==> src/rlk_defines.svh <==
// register offsets, field positions, reset values and timing for the polled link scheduler
`ifndef RLK_DEFINES_SVH
`define RLK_DEFINES_SVH
`define RLK_OFF_OPT     8'h00
`define RLK_OFF_GRANT   8'h04
`define RLK_OFF_REPLY   8'h08
`define RLK_OFF_IVL     8'h0c
`define RLK_OFF_DROP    8'h10
`define RLK_OFF_STAT    8'h14
`define RLK_OPT_SLAVE   0
`define RLK_OPT_MDIS    9
`define RLK_BASE_DEC    10'h064
`define RLK_BASE_CONT   10'h0c8
`define RLK_BASE_CYC    10'h12c
`define RLK_BASE_END    10'h190
`define RLK_RELAY_OFS   8'h64
`define RLK_RST_REPLY   16'h00c8
`define RLK_RST_IVL     16'h000a
`define RLK_RST_DROP    7'h00
`define RLK_TICK_NS     10000000
`define RLK_CLK_NS      8
`endif

==> src/rlk_pkg.sv <==
// types shared by the polled link scheduler
package rlk_pkg;
   typedef enum logic [4:0] {
      ST_IDLE = 5'h01,
      ST_KEY  = 5'h02,
      ST_SEND = 5'h04,
      ST_WAIT = 5'h08,
      ST_IVL  = 5'h10
   } rlk_state_t;
   typedef enum logic [1:0] {
      K_MSG   = 2'h0,
      K_GRANT = 2'h1,
      K_RELAY = 2'h2
   } rlk_kind_t;
   typedef enum logic [2:0] {
      G_OFF    = 3'h0,
      G_SINGLE = 3'h1,
      G_DEC    = 3'h2,
      G_CONT   = 3'h3,
      G_CYC    = 3'h4
   } rlk_gmode_t;
endpackage

==> src/rlk_polled_link_bid_scheduler.sv <==
// polled remote link unit: grant scheduler (master) and queue/repeater (slave)
//
// The APB register port and the address map are this design's own decisions.
`timescale 1ns/100ps
`default_nettype none
`include "rlk_defines.svh"
module rlk_polled_link_bid_scheduler #(
   parameter int unsigned DEPTH    = 4,
   parameter int unsigned TICK_CYC = `RLK_TICK_NS / `RLK_CLK_NS
) (
   input  wire logic        clk_i,
   input  wire logic        rstn_i,
   input  wire logic        psel_i,
   input  wire logic        penable_i,
   input  wire logic        pwrite_i,
   input  wire logic [7:0]  paddr_i,
   input  wire logic [31:0] pwdata_i,
   output logic [31:0]      prdata_o,
   output logic             pready_o,
   output logic             pslverr_o,
   input  wire logic        loc_valid_i,
   input  wire logic [31:0] loc_data_i,
   output logic             loc_ready_o,
   output logic             dlv_valid_o,
   output logic [31:0]      dlv_data_o,
   input  wire logic        rx_valid_i,
   input  wire logic        rx_grant_i,
   input  wire logic [31:0] rx_data_i,
   input  wire logic        rx_done_i,
   input  wire logic        carrier_i,
   input  wire logic        cts_i,
   output logic             rts_o,
   output logic             tx_valid_o,
   output logic             tx_grant_o,
   output logic [31:0]      tx_data_o
);
   import rlk_pkg::*;
   localparam int QW = $clog2(DEPTH);

   rlk_state_t st, next_st;
   rlk_kind_t  cur_kind, sel_kind;
   rlk_gmode_t gmode;
   logic [31:0] cur_data, sel_data, relay_data;
   logic [31:0] opt;
   logic [15:0] reply_to, ivl, tmr;
   logic [6:0]  own, gaddr, gstart;
   logic [31:0] pcnt;
   logic [31:0] mem [DEPTH];
   logic [QW-1:0] wp, rp;
   logic [QW:0]   qcnt;
   logic cts_m, cts_s, car_m, car_s;
   logic gnt_pend, relay_pend, from_ivl;
   logic mst, slv, q_empty, push, pop, launch, sel_go;
   logic tick, to_hit, ivl_done, wait_end, ivl_end, grant_end;
   logic wr, rd_setup, gw;
   logic [9:0] gv;

   // two-stage synchronisers for the modem pins
   always_ff @(posedge clk_i) begin
      if (!rstn_i) begin
         cts_m <= 1'b0;
         cts_s <= 1'b0;
         car_m <= 1'b0;
         car_s <= 1'b0;
      end else begin
         cts_m <= cts_i;
         cts_s <= cts_m;
         car_m <= carrier_i;
         car_s <= car_m;
      end
   end

   assign mst = !opt[`RLK_OPT_SLAVE] && !opt[`RLK_OPT_MDIS];
   assign slv = opt[`RLK_OPT_SLAVE];

   // apb decode; zero wait states, answer in the access cycle
   assign wr       = psel_i && penable_i && pwrite_i;
   assign rd_setup = psel_i && !penable_i && !pwrite_i;
   assign pready_o = 1'b1;
   assign gw = wr && paddr_i == `RLK_OFF_GRANT;
   assign gv = pwdata_i[9:0];

   always_comb begin
      pslverr_o = psel_i && penable_i;
      unique case (paddr_i)
         `RLK_OFF_OPT, `RLK_OFF_GRANT, `RLK_OFF_REPLY,
         `RLK_OFF_IVL, `RLK_OFF_DROP, `RLK_OFF_STAT: pslverr_o = 1'b0;
         default: ;
      endcase
   end

   // configuration registers
   always_ff @(posedge clk_i) begin
      if (!rstn_i) begin
         opt      <= 32'h0000_0000;
         reply_to <= `RLK_RST_REPLY;
         ivl      <= `RLK_RST_IVL;
         own      <= `RLK_RST_DROP;
      end else if (wr) begin
         if (paddr_i == `RLK_OFF_OPT)
            opt <= pwdata_i;
         if (paddr_i == `RLK_OFF_REPLY)
            reply_to <= pwdata_i[15:0];
         if (paddr_i == `RLK_OFF_IVL)
            ivl <= pwdata_i[15:0];
         // whole word compared so that high bits cannot alias a legal drop
         if (paddr_i == `RLK_OFF_DROP && pwdata_i <= 32'h0000_0063)
            own <= pwdata_i[6:0];
      end
   end

   // read data is captured in setup so the access phase answers from a flop
   always_ff @(posedge clk_i) begin
      if (!rstn_i) begin
         prdata_o <= 32'h0000_0000;
      end else if (rd_setup) begin
         unique case (paddr_i)
            `RLK_OFF_OPT:   prdata_o <= opt;
            `RLK_OFF_REPLY: prdata_o <= {16'h0000, reply_to};
            `RLK_OFF_IVL:   prdata_o <= {16'h0000, ivl};
            `RLK_OFF_DROP:  prdata_o <= {25'h0, own};
            `RLK_OFF_GRANT: prdata_o <= {8'h00, gstart, 7'h00, gmode, gaddr};
            `RLK_OFF_STAT:  prdata_o <= {19'h0, gnt_pend, relay_pend, st,
                                         2'h0, 4'(qcnt)};
            default:        prdata_o <= 32'h0000_0000;
         endcase
      end
   end

   // grant sequencer: values 0-99 single, +100 down, +200 repeat, +300 cycle
   always_ff @(posedge clk_i) begin
      if (!rstn_i) begin
         gmode  <= G_OFF;
         gaddr  <= 7'h00;
         gstart <= 7'h00;
      end else if (gw && pwdata_i[31:10] == 22'h0 && gv < `RLK_BASE_END) begin
         if (gv < `RLK_BASE_DEC) begin
            gmode <= G_SINGLE;
            gaddr <= gv[6:0];
         end else if (gv < `RLK_BASE_CONT) begin
            gmode <= G_DEC;
            gaddr <= 7'(gv - `RLK_BASE_DEC);
         end else if (gv < `RLK_BASE_CYC) begin
            gmode <= G_CONT;
            gaddr <= 7'(gv - `RLK_BASE_CONT);
         end else begin
            gmode <= G_CYC;
            gaddr <= 7'(gv - `RLK_BASE_CYC);
         end
         gstart <= 7'(gv % 10'd100);
      end else if (grant_end && gmode == G_SINGLE) begin
         gmode <= G_OFF;
      end else if (ivl_end) begin
         unique case (gmode)
            G_DEC: begin
               if (gaddr == 7'h00)
                  gmode <= G_OFF;
               else
                  gaddr <= gaddr - 7'h01;
            end
            G_CYC: gaddr <= (gaddr == 7'h00) ? gstart : gaddr - 7'h01;
            default: ;
         endcase
      end
   end

   // local message queue; oldest entry leaves first
   assign q_empty     = qcnt == '0;
   assign loc_ready_o = qcnt != (QW+1)'(DEPTH);
   assign push        = loc_valid_i && loc_ready_o;
   assign pop         = launch && sel_kind == K_MSG;
   always_ff @(posedge clk_i) begin
      if (!rstn_i) begin
         wp   <= '0;
         rp   <= '0;
         qcnt <= '0;
      end else begin
         if (push) begin
            mem[wp] <= loc_data_i;
            wp      <= QW'((wp + 1'b1) % DEPTH);
         end
         if (pop)
            rp <= QW'((rp + 1'b1) % DEPTH);
         qcnt <= qcnt + (QW+1)'(push) - (QW+1)'(pop);
      end
   end

   // receive side: grants for this drop, relays, local delivery
   always_ff @(posedge clk_i) begin
      if (!rstn_i) begin
         gnt_pend    <= 1'b0;
         relay_pend  <= 1'b0;
         relay_data  <= 32'h0000_0000;
         dlv_valid_o <= 1'b0;
         dlv_data_o  <= 32'h0000_0000;
      end else begin
         dlv_valid_o <= 1'b0;
         if (launch && sel_kind == K_MSG && slv)
            gnt_pend <= 1'b0;
         if (launch && sel_kind == K_RELAY)
            relay_pend <= 1'b0;
         if (rx_valid_i && rx_grant_i) begin
            // an empty queue simply lets the grant lapse; grants never relay
            if (slv && rx_data_i[6:0] == own && !q_empty)
               gnt_pend <= 1'b1;
         end else if (rx_valid_i) begin
            if (slv && rx_data_i[7:0] == {1'b0, own} + `RLK_RELAY_OFS) begin
               relay_pend <= 1'b1;
               relay_data <= {8'h00, rx_data_i[31:8]};
            end else if (!slv || rx_data_i[7:0] == {1'b0, own}) begin
               dlv_valid_o <= 1'b1;
               dlv_data_o  <= {8'h00, rx_data_i[31:8]};
            end
         end
      end
   end

   // choose what to put on the link next
   always_comb begin
      sel_go   = 1'b0;
      sel_kind = K_MSG;
      sel_data = mem[rp];
      if (st == ST_IVL) begin
         sel_go = mst && !q_empty;
      end else if (mst) begin
         if (gmode != G_OFF) begin
            sel_go   = 1'b1;
            sel_kind = K_GRANT;
            sel_data = {25'h0, gaddr};
         end else begin
            sel_go = !q_empty;
         end
      end else if (slv) begin
         if (relay_pend) begin
            sel_go   = 1'b1;
            sel_kind = K_RELAY;
            sel_data = relay_data;
         end else begin
            sel_go = gnt_pend && !q_empty;
         end
      end
   end

   // tick prescaler and tick counter, restarted on every state change
   assign tick     = pcnt == TICK_CYC - 1;
   assign to_hit   = tmr >= reply_to;
   assign ivl_done = tmr >= ivl;
   always_ff @(posedge clk_i) begin
      if (!rstn_i || st != next_st) begin
         pcnt <= 32'h0000_0000;
         tmr  <= 16'h0000;
      end else begin
         pcnt <= tick ? 32'h0000_0000 : pcnt + 32'h0000_0001;
         if (tick && tmr != 16'hffff)
            tmr <= tmr + 16'h0001;
      end
   end

   assign wait_end  = st == ST_WAIT && (rx_done_i || to_hit);
   assign grant_end = wait_end && cur_kind == K_GRANT;
   assign ivl_end   = st == ST_IVL && next_st == ST_IDLE;
   assign launch    = (st == ST_IDLE || st == ST_IVL) && next_st == ST_KEY;

   // link sequencer: one transaction at a time, half duplex
   always_comb begin
      next_st = st;
      unique case (st)
         ST_IDLE: if (sel_go) next_st = ST_KEY;
         ST_KEY:  if (cts_s && !car_s) next_st = ST_SEND;
         ST_SEND: next_st = ST_WAIT;
         ST_WAIT: begin
            if (wait_end) begin
               if (from_ivl || (grant_end && gmode != G_SINGLE && gmode != G_OFF))
                  next_st = ST_IVL;
               else
                  next_st = ST_IDLE;
            end
         end
         ST_IVL: begin
            if (!mst)
               next_st = ST_IDLE;
            else if (sel_go)
               next_st = ST_KEY;
            else if (ivl_done)
               next_st = ST_IDLE;
         end
      endcase
   end

   always_ff @(posedge clk_i) begin
      if (!rstn_i)
         st <= ST_IDLE;
      else
         st <= next_st;
   end

   // latch the chosen item; note whether it was sent inside an interval
   always_ff @(posedge clk_i) begin
      if (!rstn_i) begin
         cur_kind <= K_MSG;
         cur_data <= 32'h0000_0000;
         from_ivl <= 1'b0;
      end else if (launch) begin
         cur_kind <= sel_kind;
         cur_data <= sel_data;
         from_ivl <= st == ST_IVL;
      end
   end

   // transmit: rts keys the modem for the whole send, pulse carries the item
   always_ff @(posedge clk_i) begin
      if (!rstn_i) begin
         rts_o      <= 1'b0;
         tx_valid_o <= 1'b0;
         tx_grant_o <= 1'b0;
         tx_data_o  <= 32'h0000_0000;
      end else begin
         rts_o      <= next_st == ST_KEY || next_st == ST_SEND;
         tx_valid_o <= next_st == ST_SEND;
         if (next_st == ST_SEND) begin
            tx_grant_o <= cur_kind == K_GRANT;
            tx_data_o  <= cur_data;
         end
      end
   end
endmodule
`default_nettype wire

==> config.mk <==
export PLATFORM = sky130hd
export DESIGN_NAME = rlk_polled_link_bid_scheduler
export DESIGN_NICKNAME = d
export VERILOG_FILES = /design/src/rlk_pkg.sv /design/src/rlk_polled_link_bid_scheduler.sv
export VERILOG_INCLUDE_DIRS = /design/src
export SDC_FILE = /design/constraint.sdc
export NUM_CORES = 1
export LEC_CHECK = 0
export ABC_CLOCK_PERIOD_IN_PS = 4780
export BUFFER_PORTS_ARGS = -buffer_cell sky130_fd_sc_hd__buf_4
export CAP_MARGIN = 25
export CORE_MARGIN = 2
export CORE_UTILIZATION = 59
export DETAILED_ROUTE_END_ITERATION = 8
export GPL_TIMING_DRIVEN = 1
export PLACE_DENSITY = 0.8
export SYNTH_ARGS = -nofsm -noshare
export SYNTH_HDL_FRONTEND = slang
export SYNTH_SLANG_ARGS = --single-unit
==> constraint.sdc <==
create_clock -name clk_i -period 4.78 [get_ports clk_i]
set_input_delay 0.478 -clock clk_i [delete_from_list [all_inputs] [get_ports clk_i]]
set_output_delay 0.478 -clock clk_i [all_outputs]
set_load 0.1 [all_outputs]
After elaboration in Yosys (flattened, before gate mapping)
Memory sizes are Yosys's and may differ from the RTL's. A register that Yosys moved wholly into a read port is not among the register bits.
Cells that the tools add are included.
{"block": "word_totals", "register_bits": 305, "memories": 1, "wordCells": 200, "ramBits": 128, "out_inout_bits": 103}
{"block": "classes", "bitwise_logic": 4, "reduce_logical": 63, "n_div": 1, "magnitude_cmp": 7, "n_eq_ne": 28, "addsub": 11, "muxes": 55}
{"memory": "mem", "words": 4, "width": 32, "rd": 1, "rd_clocked_by_memory_dff": 1, "write_ports": 1, "line_no": "rlk_polled_link_bid_scheduler.sv:48", "rtl": "logic [31:0] mem [DEPTH];"}
{"op": "$pmux W32 S6", "n": 1}
{"op": "$mux W32", "n": 5}
{"op": "$mux W7", "n": 8}
{"op": "$mux W5", "n": 7}
{"op": "$add A32 B1 Y32 const B", "n": 1}
{"op": "$eq A32 B21 Y1 const B", "n": 1}
{"op": "$ge A16 B16 Y1", "n": 2}
{"op": "$le A32 B7 Y1 const B", "n": 1}
{"op": "$logic_and A1 B1 Y1", "n": 28}
{"op": "$pmux W5 S5", "n": 1}
{"op": "$mux W3", "n": 8}
{"op": "$logic_not A22 Y1", "n": 1}
{"op": "$lt A10 B9 Y1 const B", "n": 2}
{"op": "$mux W1", "n": 18}
{"op": "$add A16 B1 Y16 const B", "n": 1}
{"op": "$eq A8 B4 Y1 const B", "n": 2}
{"op": "$eq A8 B5 Y1 const B", "n": 2}
{"op": "$ne A16 B16 Y1 const B", "n": 1}
{"op": "$reduce_bool A3 Y1", "n": 5}
{"op": "$pmux W7 S2", "n": 1}
{"op": "$sub A7 B7 Y7 const B", "n": 2}
{"op": "$mux W2", "n": 6}
{"op": "$eq A5 B1 Y1 const B", "n": 2}
{"op": "$eq A5 B2 Y1 const B", "n": 2}
{"op": "39 further kinds", "n": 61}

Depth between registers and ports, before layout
Gate-level depths: netlist (run 1).
{"block": "depth", "word_depth": 17, "mapped_depth": 16}

Worst setup path after synthesis (run 1)
OpenSTA, ideal clock, no wires.
{"block": "synth_path", "kind": "register -> register", "startpoint": "register st[3]", "endpoint": "register qcnt[2]", "n_path_buf": 4, "stages_incl_launch_ff": 17, "t_required_ns": 4.652, "setup_slack_ns": 1.305, "arrival_ns": 3.348, "cell_sequence": "dfxtp_1 > clkbuf_1 > or3_1 > or2_1 > clkbuf_1 > nand2_1 > o221a_2 > o22a_2 > or4_1 > clkbuf_1 > clkbuf_1 > o21ai_0 > nand2_1 > ha_1 > fa_1 > xnor2_1 > nor2_1"}
{"block": "synth_between", "elab_chain_cells": 13}
{"element": "start, declared", "line_no": "rlk_polled_link_bid_scheduler.sv:40", "rtl": "rlk_state_t st, next_st;"}
{"element": "start signal, assigned", "line_no": "rlk_polled_link_bid_scheduler.sv:294", "rtl": "st <= next_st;"}
{"element": "$eq A5 B4 Y1", "line_no": "rlk_polled_link_bid_scheduler.sv:259, rlk_polled_link_bid_scheduler.sv:267"}
{"element": "$logic_and A1 B1 Y1", "line_no": "rlk_polled_link_bid_scheduler.sv:259", "rtl": "assign wait_end = st == ST_WAIT && (rx_done_i || to_hit);"}
{"element": "$logic_and A1 B1 Y1", "line_no": "rlk_polled_link_bid_scheduler.sv:260", "rtl": "assign grant_end = wait_end && cur_kind == K_GRANT;"}
{"element": "$logic_and A1 B1 Y1 (2 in a row)", "line_no": "rlk_polled_link_bid_scheduler.sv:273", "rtl": "if (from_ivl || (grant_end && gmode != G_SINGLE && gmode != G_OFF))"}
{"element": "$logic_or A1 B1 Y1", "line_no": "rlk_polled_link_bid_scheduler.sv:273"}
{"element": "$mux W5", "line_no": "rlk_polled_link_bid_scheduler.sv:273"}
{"element": "$mux W5", "line_no": "rlk_polled_link_bid_scheduler.sv:272", "rtl": "if (wait_end) begin"}
{"element": "$pmux W5 S5", "line_no": "rlk_polled_link_bid_scheduler.sv:267", "rtl": "unique case (st)"}
{"element": "$eq A5 B2 Y1", "line_no": "rlk_polled_link_bid_scheduler.sv:262", "rtl": "assign launch = (st == ST_IDLE || st == ST_IVL) && next_st == ST_KEY;"}
{"element": "$logic_and A1 B1 Y1", "line_no": "rlk_polled_link_bid_scheduler.sv:262"}
{"element": "$logic_and A1 B1 Y1 (*)", "line_no": "rlk_polled_link_bid_scheduler.sv:171", "rtl": "assign pop = launch && sel_kind == K_MSG;"}
{"element": "$sub A3 B1 Y3 (*)", "line_no": "rlk_polled_link_bid_scheduler.sv:184", "rtl": "qcnt <= qcnt + (QW+1)'(push) - (QW+1)'(pop);"}
{"element": "end signal, assigned", "line_no": "rlk_polled_link_bid_scheduler.sv:184"}
{"element": "end, declared", "line_no": "rlk_polled_link_bid_scheduler.sv:50", "rtl": "logic [QW:0] qcnt;"}
Every way passes the cells marked *; elsewhere a longest branch is shown, timed or not.
A chain may end at the register's enable or synchronous reset.

Final worst setup path (run 1)
{"block": "layout_path", "startpoint": "register st[1]", "endpoint": "register qcnt[1]"}
Same word-level chain as after synthesis.

==> flow_summary.json, run 1 <==
{
  "status": "complete, no violations",
  "hold_buffers": 0,
  "synth_edf_count": 128,
  "start_kind": "flip-flop",
  "wl_per_cell_um": 19.8,
  "syn_area_um2": 19500,
  "die_w_um": 186,
  "tns_ns": 0,
  "pwr-share-seq_pct": 44.9,
  "clock_skew_ns": 0.0297,
  "switching_share_pct": 28.9,
  "fin_crit_ns": 3.80,
  "fmax_mhz": 263,
  "ant_nets": 0,
  "cts_made_buffers": 44,
  "finalWirelength_um": 52300,
  "grt_start_max_net_pins": 117,
  "fillers": 2426,
  "place_hpwl_um": 34800,
  "p_clk_share_pct": 36.7,
  "clk_pin_slew_ns": 0.06,
  "grt_overflow_total": 0,
  "maxCapViolCount": 0,
  "clock-sinks": 435,
  "endpoint_kind": "flip-flop",
  "holdPathStages": 1,
  "postSynthAreaPerCell_um2": 9.69,
  "switchingPower_mw": 2.69,
  "dieArea_um2": 34600,
  "slew_headroom_pct": 30.6,
  "start_util_pct": 60.0,
  "antenna_found_initial": 1,
  "clock_latency_ns": 0.56,
  "nNetsFinal": 2327,
  "core-area_um2": 32500,
  "drive_above_1_share_pct": 16.8,
  "routed_via_density": 6.07,
  "p_comb_share_pct": 18.4,
  "synthCells": 2014,
  "rsz0062_at_grt": "no",
  "grt_pass1_vias": 15700,
  "synth-seq-cells": 435,
  "cts_resized": 0,
  "io-pin-count": 218,
  "fin_crit_sh_pct": 79.5,
  "drv_slew": 0,
  "gp_congestion": 0.901,
  "setup_ws_ns": 0.978,
  "rows": 66,
  "cts_tree": "yes",
  "area_delta_synth_final_pct": 16.4,
  "ys_warn_count": 0,
  "drtPass1Iterations": 6,
  "die_h_um": 186,
  "pre_cts_slack_ns": 0.957,
  "synth-async-reset-ratio_pct": 0,
  "ir_drop_mv": 0.321,
  "cp_data_required_time_ns": 5.22,
  "intPower_mw": 6.62,
  "cts_setup_buffers": 0,
  "htree_num_levels": 2,
  "yosys.cell_types.count": 88,
  "final_util_pct": 69.8,
  "initialDrtViolationCount": 1347,
  "hold_class": "primary input to flip-flop",
  "hold_viol_final": 0,
  "grt_pass1_wl_um": 82400,
  "clock-root-buffer": "clkbuf_16",
  "ff2ff_path_depth": 12,
  "tightest_slew_ns": 1.04,
  "synth-main-ff-cell": "dfxtp_1",
  "port_buffers": 208,
  "arrival_ns": 4.24,
  "setup_viol": 0,
  "crit_type": "flip-flop to flip-flop",
  "ys_seq_area_share_pct": 51.2,
  "p_per_area_nw_per_um2": 410,
  "vias": 16000,
  "drc": 0,
  "clk_path_buf_depth": 3,
  "crit_fanout": 18,
  "track_usage_pct": 30.3,
  "leakagePower_nw": 8.86
}
[metrics by stage]
step,hold slack [ns],total power [mW],instances,cell area (um^2)
floorplan,0.412,5.51,2021,19600
global placement,0.418,5.86,2557,21200
detailed placement,0.431,5.92,2558,21300
CTS,0.103,9.32,2637,22700
global route,0.103,9.66,2638,22700
finish,0.115,9.31,2639,22700
[cell type report]
cell class	instances	area [um^2]	area share (%)
Antenna cell	1	2.50	0.0110
Clock buffer	68	1310	5.74
Clock inverter	11	146	0.644
Inverter	50	193	0.848
Multi-Input combinational cell	1399	8760	38.6
Sequential cell	435	9990	44.0
Tap cell	442	553	2.43
Timing Repair Buffer	233	1770	7.79
[final timing paths]
| path | start | to | slack, ns |
|---|---|---|---|
| hold / removal | loc_data_i[20] | mem[2][20] | 0.12 |
| hold reg to reg | cts_m | cts_s | 0.44 |
| setup / recovery | st[1] | qcnt[1] | 0.98 |
| setup reg to reg | st[1] | qcnt[1] | 0.98 |
[cells in the mapped netlist, types with 32 or more instances]
| cell | n | area, um^2 |
|---|---|---|
| a21oi_1 | 186 | 931 |
| clkbuf_1 | 101 | 379 |
| dfxtp_1 | 307 | 6150 |
| edfxtp_1 | 128 | 3840 |
| ha_1 | 48 | 601 |
| inv_1 | 50 | 188 |
| mux2i_1 | 86 | 861 |
| mux4_2 | 32 | 721 |
| nand2_1 | 301 | 1130 |
| nand3_1 | 50 | 250 |
| nor2_1 | 228 | 856 |
| nor3_1 | 59 | 295 |
| o21ai_0 | 47 | 235 |
| xnor2_1 | 38 | 333 |
[layout by cell type, fill, tap and decap left out, types with 48 or more instances in the layout]
cell type  instances
edfxtp_1         128
nand2_1          301
dfxtp_1          306
ha_1              48
nand3_1           50
buf_4            232
nor3_1            57
inv_1             49
a21oi_1          186
mux2i_1           86
nor2_1           227
[flip-flops by register name, summed over array words and instances, names as in the netlist, 2 cells and up, named ones only]
signal      count
mem           128
cur_data       32
opt            32
pcnt           32
prdata_o       32
tx_data_o      32
dlv_data_o     24
relay_data     24
ivl            16
reply_to       16
tmr            16
gaddr           7
gstart          7
own             7
st              5
gmode           3
qcnt            3
cur_kind        2
rp              2
wp              2
[critical path: stages (launching register included)]
cell and delay [ns]:
dfxtp_1 0.51, nand2b_1 0.22, or2_1 0.22, nand2_1 0.10, o221a_2 0.28, o22a_2 0.29, or4_2 0.86, nor2_1 0.27
nand2_1 0.14, nand2_1 0.08, ha_1 0.16, fa_1 0.41, and2_1 0.16
[layer usage]
layer	vias up	track usage, %	part of all wire (%)	wire length, um
met2	715	52.1	48	25400
met1	7727	37.2	39	20300
li1	7443	-	-	-
met4	2	12.5	4.0	2110
met3	143	6.28	8.7	4540
met5	-	0	0.015	8
[power by group through the flow]
| stage | logic, mW | registers [mW] | clock network, mW |
|---|---|---|---|
| detailed placement | 1.67 | 4.25 | 0 |
| floorplan | 1.15 | 4.37 | 0 |
| global placement | 1.63 | 4.23 | 0 |
| global route | 1.86 | 4.20 | 3.60 |
| CTS | 1.70 | 4.18 | 3.44 |
| finish | 1.72 | 4.18 | 3.42 |
[logic make-up (layout without fill, tap and decap cells)]
family	Yosys count	count (layout)	share of synthesized area (%)
xor gates and xnor gates	67	67	3.01
muxes	122	122	8.37
DFF	435	435	51.2
buffers and inverters	187	362	4.17
other	2	10	0.0385
adders and majority gates	49	49	3.18
AOI/OAI and AO/OA	390	390	12.7
and+or+nand+nor	762	762	17.4
No activity file was read; power rests on OpenSTA's default activity.
==> run 2, diff against run 1 <==
ABC_CLOCK_PERIOD_IN_PS = 3200   (was 4780)
CORE_UTILIZATION = 53   (was 59)
PLACE_DENSITY = 0.76   (was 0.8)
clock period = 3.2 ns   (was 4.78 ns; I/O delays follow)
==> flow_summary.json, run 2 (synthesized netlist as in run 1, its figures left out) <==
{
  "grt_overflow_total": 0,
  "drv_slew": 0,
  "start_kind": "flip-flop",
  "endpoint_kind": "flip-flop",
  "hold_class": "primary input to flip-flop",
  "clock_latency_ns": 0.58,
  "intPower_mw": 10.2,
  "dieArea_um2": 38400,
  "ir_drop_mv": 0.501,
  "slew_headroom_pct": 39.6,
  "clk_pin_slew_ns": 0.06,
  "htree_num_levels": 2,
  "hp-start": "pwdata_i[19]",
  "final_area_um2": 23900,
  "grt_start_max_net_pins": 84,
  "port_buffers": 208,
  "pre_cts_slack_ns": -0.147,
  "crit_chain": "inv_1 -> ha_1 -> nand2b_1 -> a21o_1 -> a21o_1 -> a211oi_1 -> o21ai_1 -> a31oi_2 -> a211oi_2 -> or4b_4 -> buf_12 -> nor2_1",
  "rows": 70,
  "antenna_found_initial": 5,
  "p_total_mw": 14.5,
  "startpoint": "tmr[0]",
  "hold_viol_final": 0,
  "cts_tree": "yes",
  "start_util_pct": 53.6,
  "die_w_um": 196,
  "clock_skew_ns": 0.0367,
  "multi_input_area_um2": 8810,
  "finalWirelength_um": 53700,
  "switching_share_pct": 29.3,
  "p_comb_share_pct": 19.8,
  "mostFrequentLayoutCell": "dfxtp_1",
  "p_clk_share_pct": 37.3,
  "crit_type": "flip-flop to flip-flop",
  "grt_pass1_vias": 15900,
  "crit_fanout": 47,
  "wl_per_cell_um": 19.3,
  "io-pin-count": 218,
  "drtPass1Iterations": 6,
  "cp_data_required_time_ns": 3.68,
  "maxCapViolCount": 0,
  "status": "complete, no violations",
  "tightest_slew_ns": 0.907,
  "setup_ws_ns": 0.171,
  "r2r-start": "tmr[0]",
  "final_cell_mix": "305 x dfxtp_1, 301 x nand2_1, 286 x buf_4",
  "arrival_ns": 3.51,
  "drive_above_1_share_pct": 19.0,
  "routed_via_density": 5.82,
  "gp_congestion": 0.903,
  "vias": 16200,
  "placed_cell_area_um2": 21700,
  "die_h_um": 196,
  "setup_viol": 0,
  "core-area_um2": 36400,
  "fillers": 2764,
  "seqCellArea_um2": 9990,
  "drc": 0,
  "place_hpwl_um": 35500,
  "place_inst": 2638,
  "clk_path_buf_depth": 3,
  "fmax_mhz": 330,
  "largest_register_ffs": 128,
  "initialDrtViolationCount": 1278,
  "slowest_stage": "or4b_4",
  "p_per_area_nw_per_um2": 607,
  "cts_made_buffers": 44,
  "rsz0062_at_grt": "no",
  "fin_crit_ns": 3.03,
  "cpPeakStageDelay_ns": 0.58,
  "grt_pass1_wl_um": 84800,
  "final_util_pct": 65.5,
  "clock-sinks": 435,
  "pwr-share-seq_pct": 42.9,
  "crit_top_cell": "a21o_1",
  "nNetsFinal": 2438,
  "layoutNonFillerInstCount": 2783,
  "leakagePower_nw": 9.44,
  "switchingPower_mw": 4.24,
  "top_register": "mem",
  "clock-root-buffer": "clkbuf_16",
  "track_usage_pct": 27.7,
  "area_delta_synth_final_pct": 22.2,
  "ant_nets": 0,
  "fin_crit_sh_pct": 94.7
}
## run 2: changes by cell type in the layout (fill, tap and decap cells not counted), sizes merged
cell	delta
clkinv	+11
buf	+54
diode	+4
inv	+1
clkinvlp	-2
dlygate4sd3	+57
clkbuf	-9
bufinv	+2
## run 2: critical path, delay by kind of cell, from the launching register on
kind	cells	cell delay (ns)
flip-flops	1	0.36
AO/OA/AOI/OAI	6	1.16
adder cells (fa/ha/maj)	1	0.28
buffers and inverters	2	0.28
AND/OR/NAND/NOR	3	0.86
## run 2: worst paths after layout
path         endpoint  slack [ns]  cells after the start
min reg2reg     cts_s        0.44                      1
min           opt[19]        0.01                      3
max          pcnt[12]        0.17                     12
max reg2reg  pcnt[12]        0.17                     12
## run 2: layout make-up
class	instances	share of cell area (%)
clock inverters	23	1.17
diodes	5	0.0524
flip-flops and latches	435	41.9
repair buffers	344	11.5
well taps	468	2.45
clock buffers	59	5.27
inverters	50	0.807
multi-input cells	1399	36.9
## run 2: timing repair
item,in CTS,in global routing
hold endpoints to repair,163,1
hold buffers,56,1
setup buffers,0,1
resized for setup,0,7
endpoints found under the setup margin,0,50
## run 2: per-stage QoR
step	hold WS (ns)	setup TNS, ns
6_report	0.0115	0
3_5_place_dp	0.423	-0.456
3_3_place_gp	0.422	-0.148
5_1_grt	0.00275	0
2_1_floorplan	0.412	-0.0296
4_1_cts	0.00114	0
## run 2: layer usage
metal  global-route usage, %  up-vias  part of all wire, %
li1                        -     7671                    -
met1                    35.1     7810                   41
met2                    47.6      612                   49
met3                    4.52      109                  6.9
met4                    10.8        0                  3.4
met5                       0        -                    0
## run 2: power by group through the flow
| stage | clock, mW | sequential [mW] | combinational, mW |
|---|---|---|---|
| floorplan | 0 | 6.52 | 1.77 |
| global route | 5.69 | 6.24 | 3.11 |
| finish | 5.40 | 6.21 | 2.87 |
| global placement | 0 | 6.30 | 2.68 |
| CTS | 5.47 | 6.21 | 2.82 |
| detailed placement | 0 | 6.32 | 2.75 |
==> run 3, diff against run 2 <==
BUFFER_PORTS_ARGS = default   (was -buffer_cell sky130_fd_sc_hd__buf_4)
CORE_UTILIZATION = 58   (was 53)
CTS_CLUSTER_DIAMETER = 100   (was default)
DONT_BUFFER_PORTS = 1   (was default)
PLACE_DENSITY = 0.79   (was 0.76)
==> flow_summary.json, run 3 (synthesized netlist as in run 1, its figures left out) <==
{
  "status": "complete, no violations",
  "met1_usage_pct": 37.1,
  "grt_pass1_vias": 16100,
  "hold_ws_ns": 0.0219,
  "mostFrequentLayoutCell": "dfxtp_1",
  "crit_type": "flip-flop to flip-flop",
  "clock-sinks": 435,
  "rsz0062_at_grt": "no",
  "p_per_area_nw_per_um2": 625,
  "crit_top_cell": "a21o_1",
  "ir_drop_mv": 0.560,
  "layoutNonFillerInstCount": 2581,
  "vias": 15900,
  "grt_start_max_net_pins": 99,
  "hold_class": "primary input to flip-flop",
  "drv_slew": 0,
  "clock_skew_ns": 0.0580,
  "io-pin-count": 218,
  "htree_num_levels": 2,
  "hold_viol_final": 0,
  "track_usage_pct": 30.3,
  "path_buf_inv": 2,
  "drtPass1Iterations": 5,
  "clk_path_buf_depth": 3,
  "area_delta_synth_final_pct": 15.7,
  "core-area_um2": 33400,
  "port_buffers": 0,
  "fin_crit_ns": 2.96,
  "clk_pin_slew_ns": 0.06,
  "maxCapViolCount": 0,
  "setup_viol": 0,
  "cp_top_family": "compound AO/OA/AOI/OAI gates",
  "gp_congestion": 0.923,
  "rows": 67,
  "start_util_pct": 58.5,
  "final_cell_mix": "306 x dfxtp_1, 301 x nand2_1, 225 x nor2_1",
  "drc": 0,
  "use_met2_pct": 51.7,
  "nNetsFinal": 2260,
  "grt_overflow_total": 0,
  "slew_headroom_pct": 29.0,
  "fmax_mhz": 338,
  "routed_via_density": 6.17,
  "start_kind": "flip-flop",
  "cts_made_buffers": 45,
  "place_inst": 2403,
  "arrival_ns": 3.46,
  "crit_fanout": 48,
  "grtUsageMet3_pct": 6.64,
  "initialDrtViolationCount": 1466,
  "place_hpwl_um": 34200,
  "cp_data_required_time_ns": 3.70,
  "leakagePower_nw": 8.47,
  "ant_nets": 0,
  "fin_crit_sh_pct": 92.5,
  "dieArea_um2": 35100,
  "largest_register_ffs": 128,
  "final_area_um2": 22600,
  "finalWirelength_um": 53700,
  "die_w_um": 187,
  "antenna_found_initial": 2,
  "top_register": "mem",
  "clock_latency_ns": 0.59,
  "die_h_um": 187,
  "cts_setup_buffers": 0,
  "cts_tree": "yes",
  "placed_cell_area_um2": 20100,
  "wl_per_cell_um": 20.8,
  "crit_chain": "buf_4 -> ha_1 -> a21o_1 -> a21o_1 -> a21oi_1 -> o21ai_0 -> a21oi_2 -> a41oi_1 -> or4b_4 -> buf_12 -> nor3b_1",
  "slowest_stage": "or4b_4",
  "tightest_slew_ns": 1.06,
  "grt_pass1_wl_um": 85300,
  "drive_above_1_share_pct": 10.2,
  "cpPeakStageDelay_ns": 0.54,
  "clock-root-buffer": "clkbuf_16",
  "endpoint_kind": "flip-flop",
  "top_usage_layer": "met2",
  "tns_ns": 0
}
[run 3: cell count changes in the layout (fill, tap and decap cells not counted), sizes merged]
| cell | previous run | this run |
|---|---|---|
| buf | 287 | 73 |
| diode | 5 | 2 |
| clkbuf | 59 | 64 |
| bufinv | 4 | 2 |
| inv | 53 | 52 |
| clkinv | 15 | 13 |
| dlygate4sd3 | 57 | 92 |
[run 3: worst register-to-register path: cells and delay by family, from the launching register on]
family,cells,cell delay [ns]
buf+inv,2,0.35
flops,1,0.33
simple gates,2,0.73
compound gates,6,1.17
fa+ha+maj,1,0.30
[run 3: cell type report]
cell class                 count  area (um^2)
fill                        2484        10800
sequential                   435         9990
multi-input combinational   1399         8820
timing repair buffer         165         1530
clock buffer                  64         1290
tap                          448          561
clock inverter                18          210
inverter                      50          193
antenna                        2         5.00
[run 3: worst paths after layout]
kind         depth (start not counted)       to  slack [ns]  startpoint
min                                  2   ivl[1]        0.02      rstn_i
min reg2reg                          1    car_s        0.43       car_m
max reg2reg                         11  pcnt[0]        0.24      tmr[9]
max                                 11  pcnt[0]        0.24      tmr[9]
[run 3: stage by stage]
| stage | setup slack [ns] | utilization (%) | power, mW |
|---|---|---|---|
| after floorplan | -0.0153 | - | 8.29 |
| after CTS | 0.0301 | 67.6 | 14.1 |
| after global placement | 0.0421 | 60.2 | 8.71 |
| final | 0.239 | 67.7 | 14.1 |
| after global routing | 0.0339 | 67.7 | 14.7 |
| after detailed placement | -0.0915 | 60.2 | 8.78 |
[run 3: timing repair]
| item | CTS | global route |
|---|---|---|
| hold endpoints to repair | 273 | 0 |
| hold buffers | 93 | 0 |
| gates resized for setup | 0 | 6 |
| setup endpoints to repair | 0 | 37 |
[run 3: metal layers]
metal | vias up | wire length, um
met3 | 164 | 4850
met2 | 763 | 25900
met1 | 7678 | 20700
li1 | 7313 | -
met5 | - | 0
met4 | 0 | 2150
[run 3: power breakdown]
| part | internal (mW) | total (mW) | leakage [nW] | switching, mW |
|---|---|---|---|---|
| Clock | 3.00 | 5.24 | 0.727 | 2.24 |
| Combinational | 0.988 | 2.43 | 4.10 | 1.44 |
| Sequential | 6.02 | 6.45 | 3.65 | 0.438 |
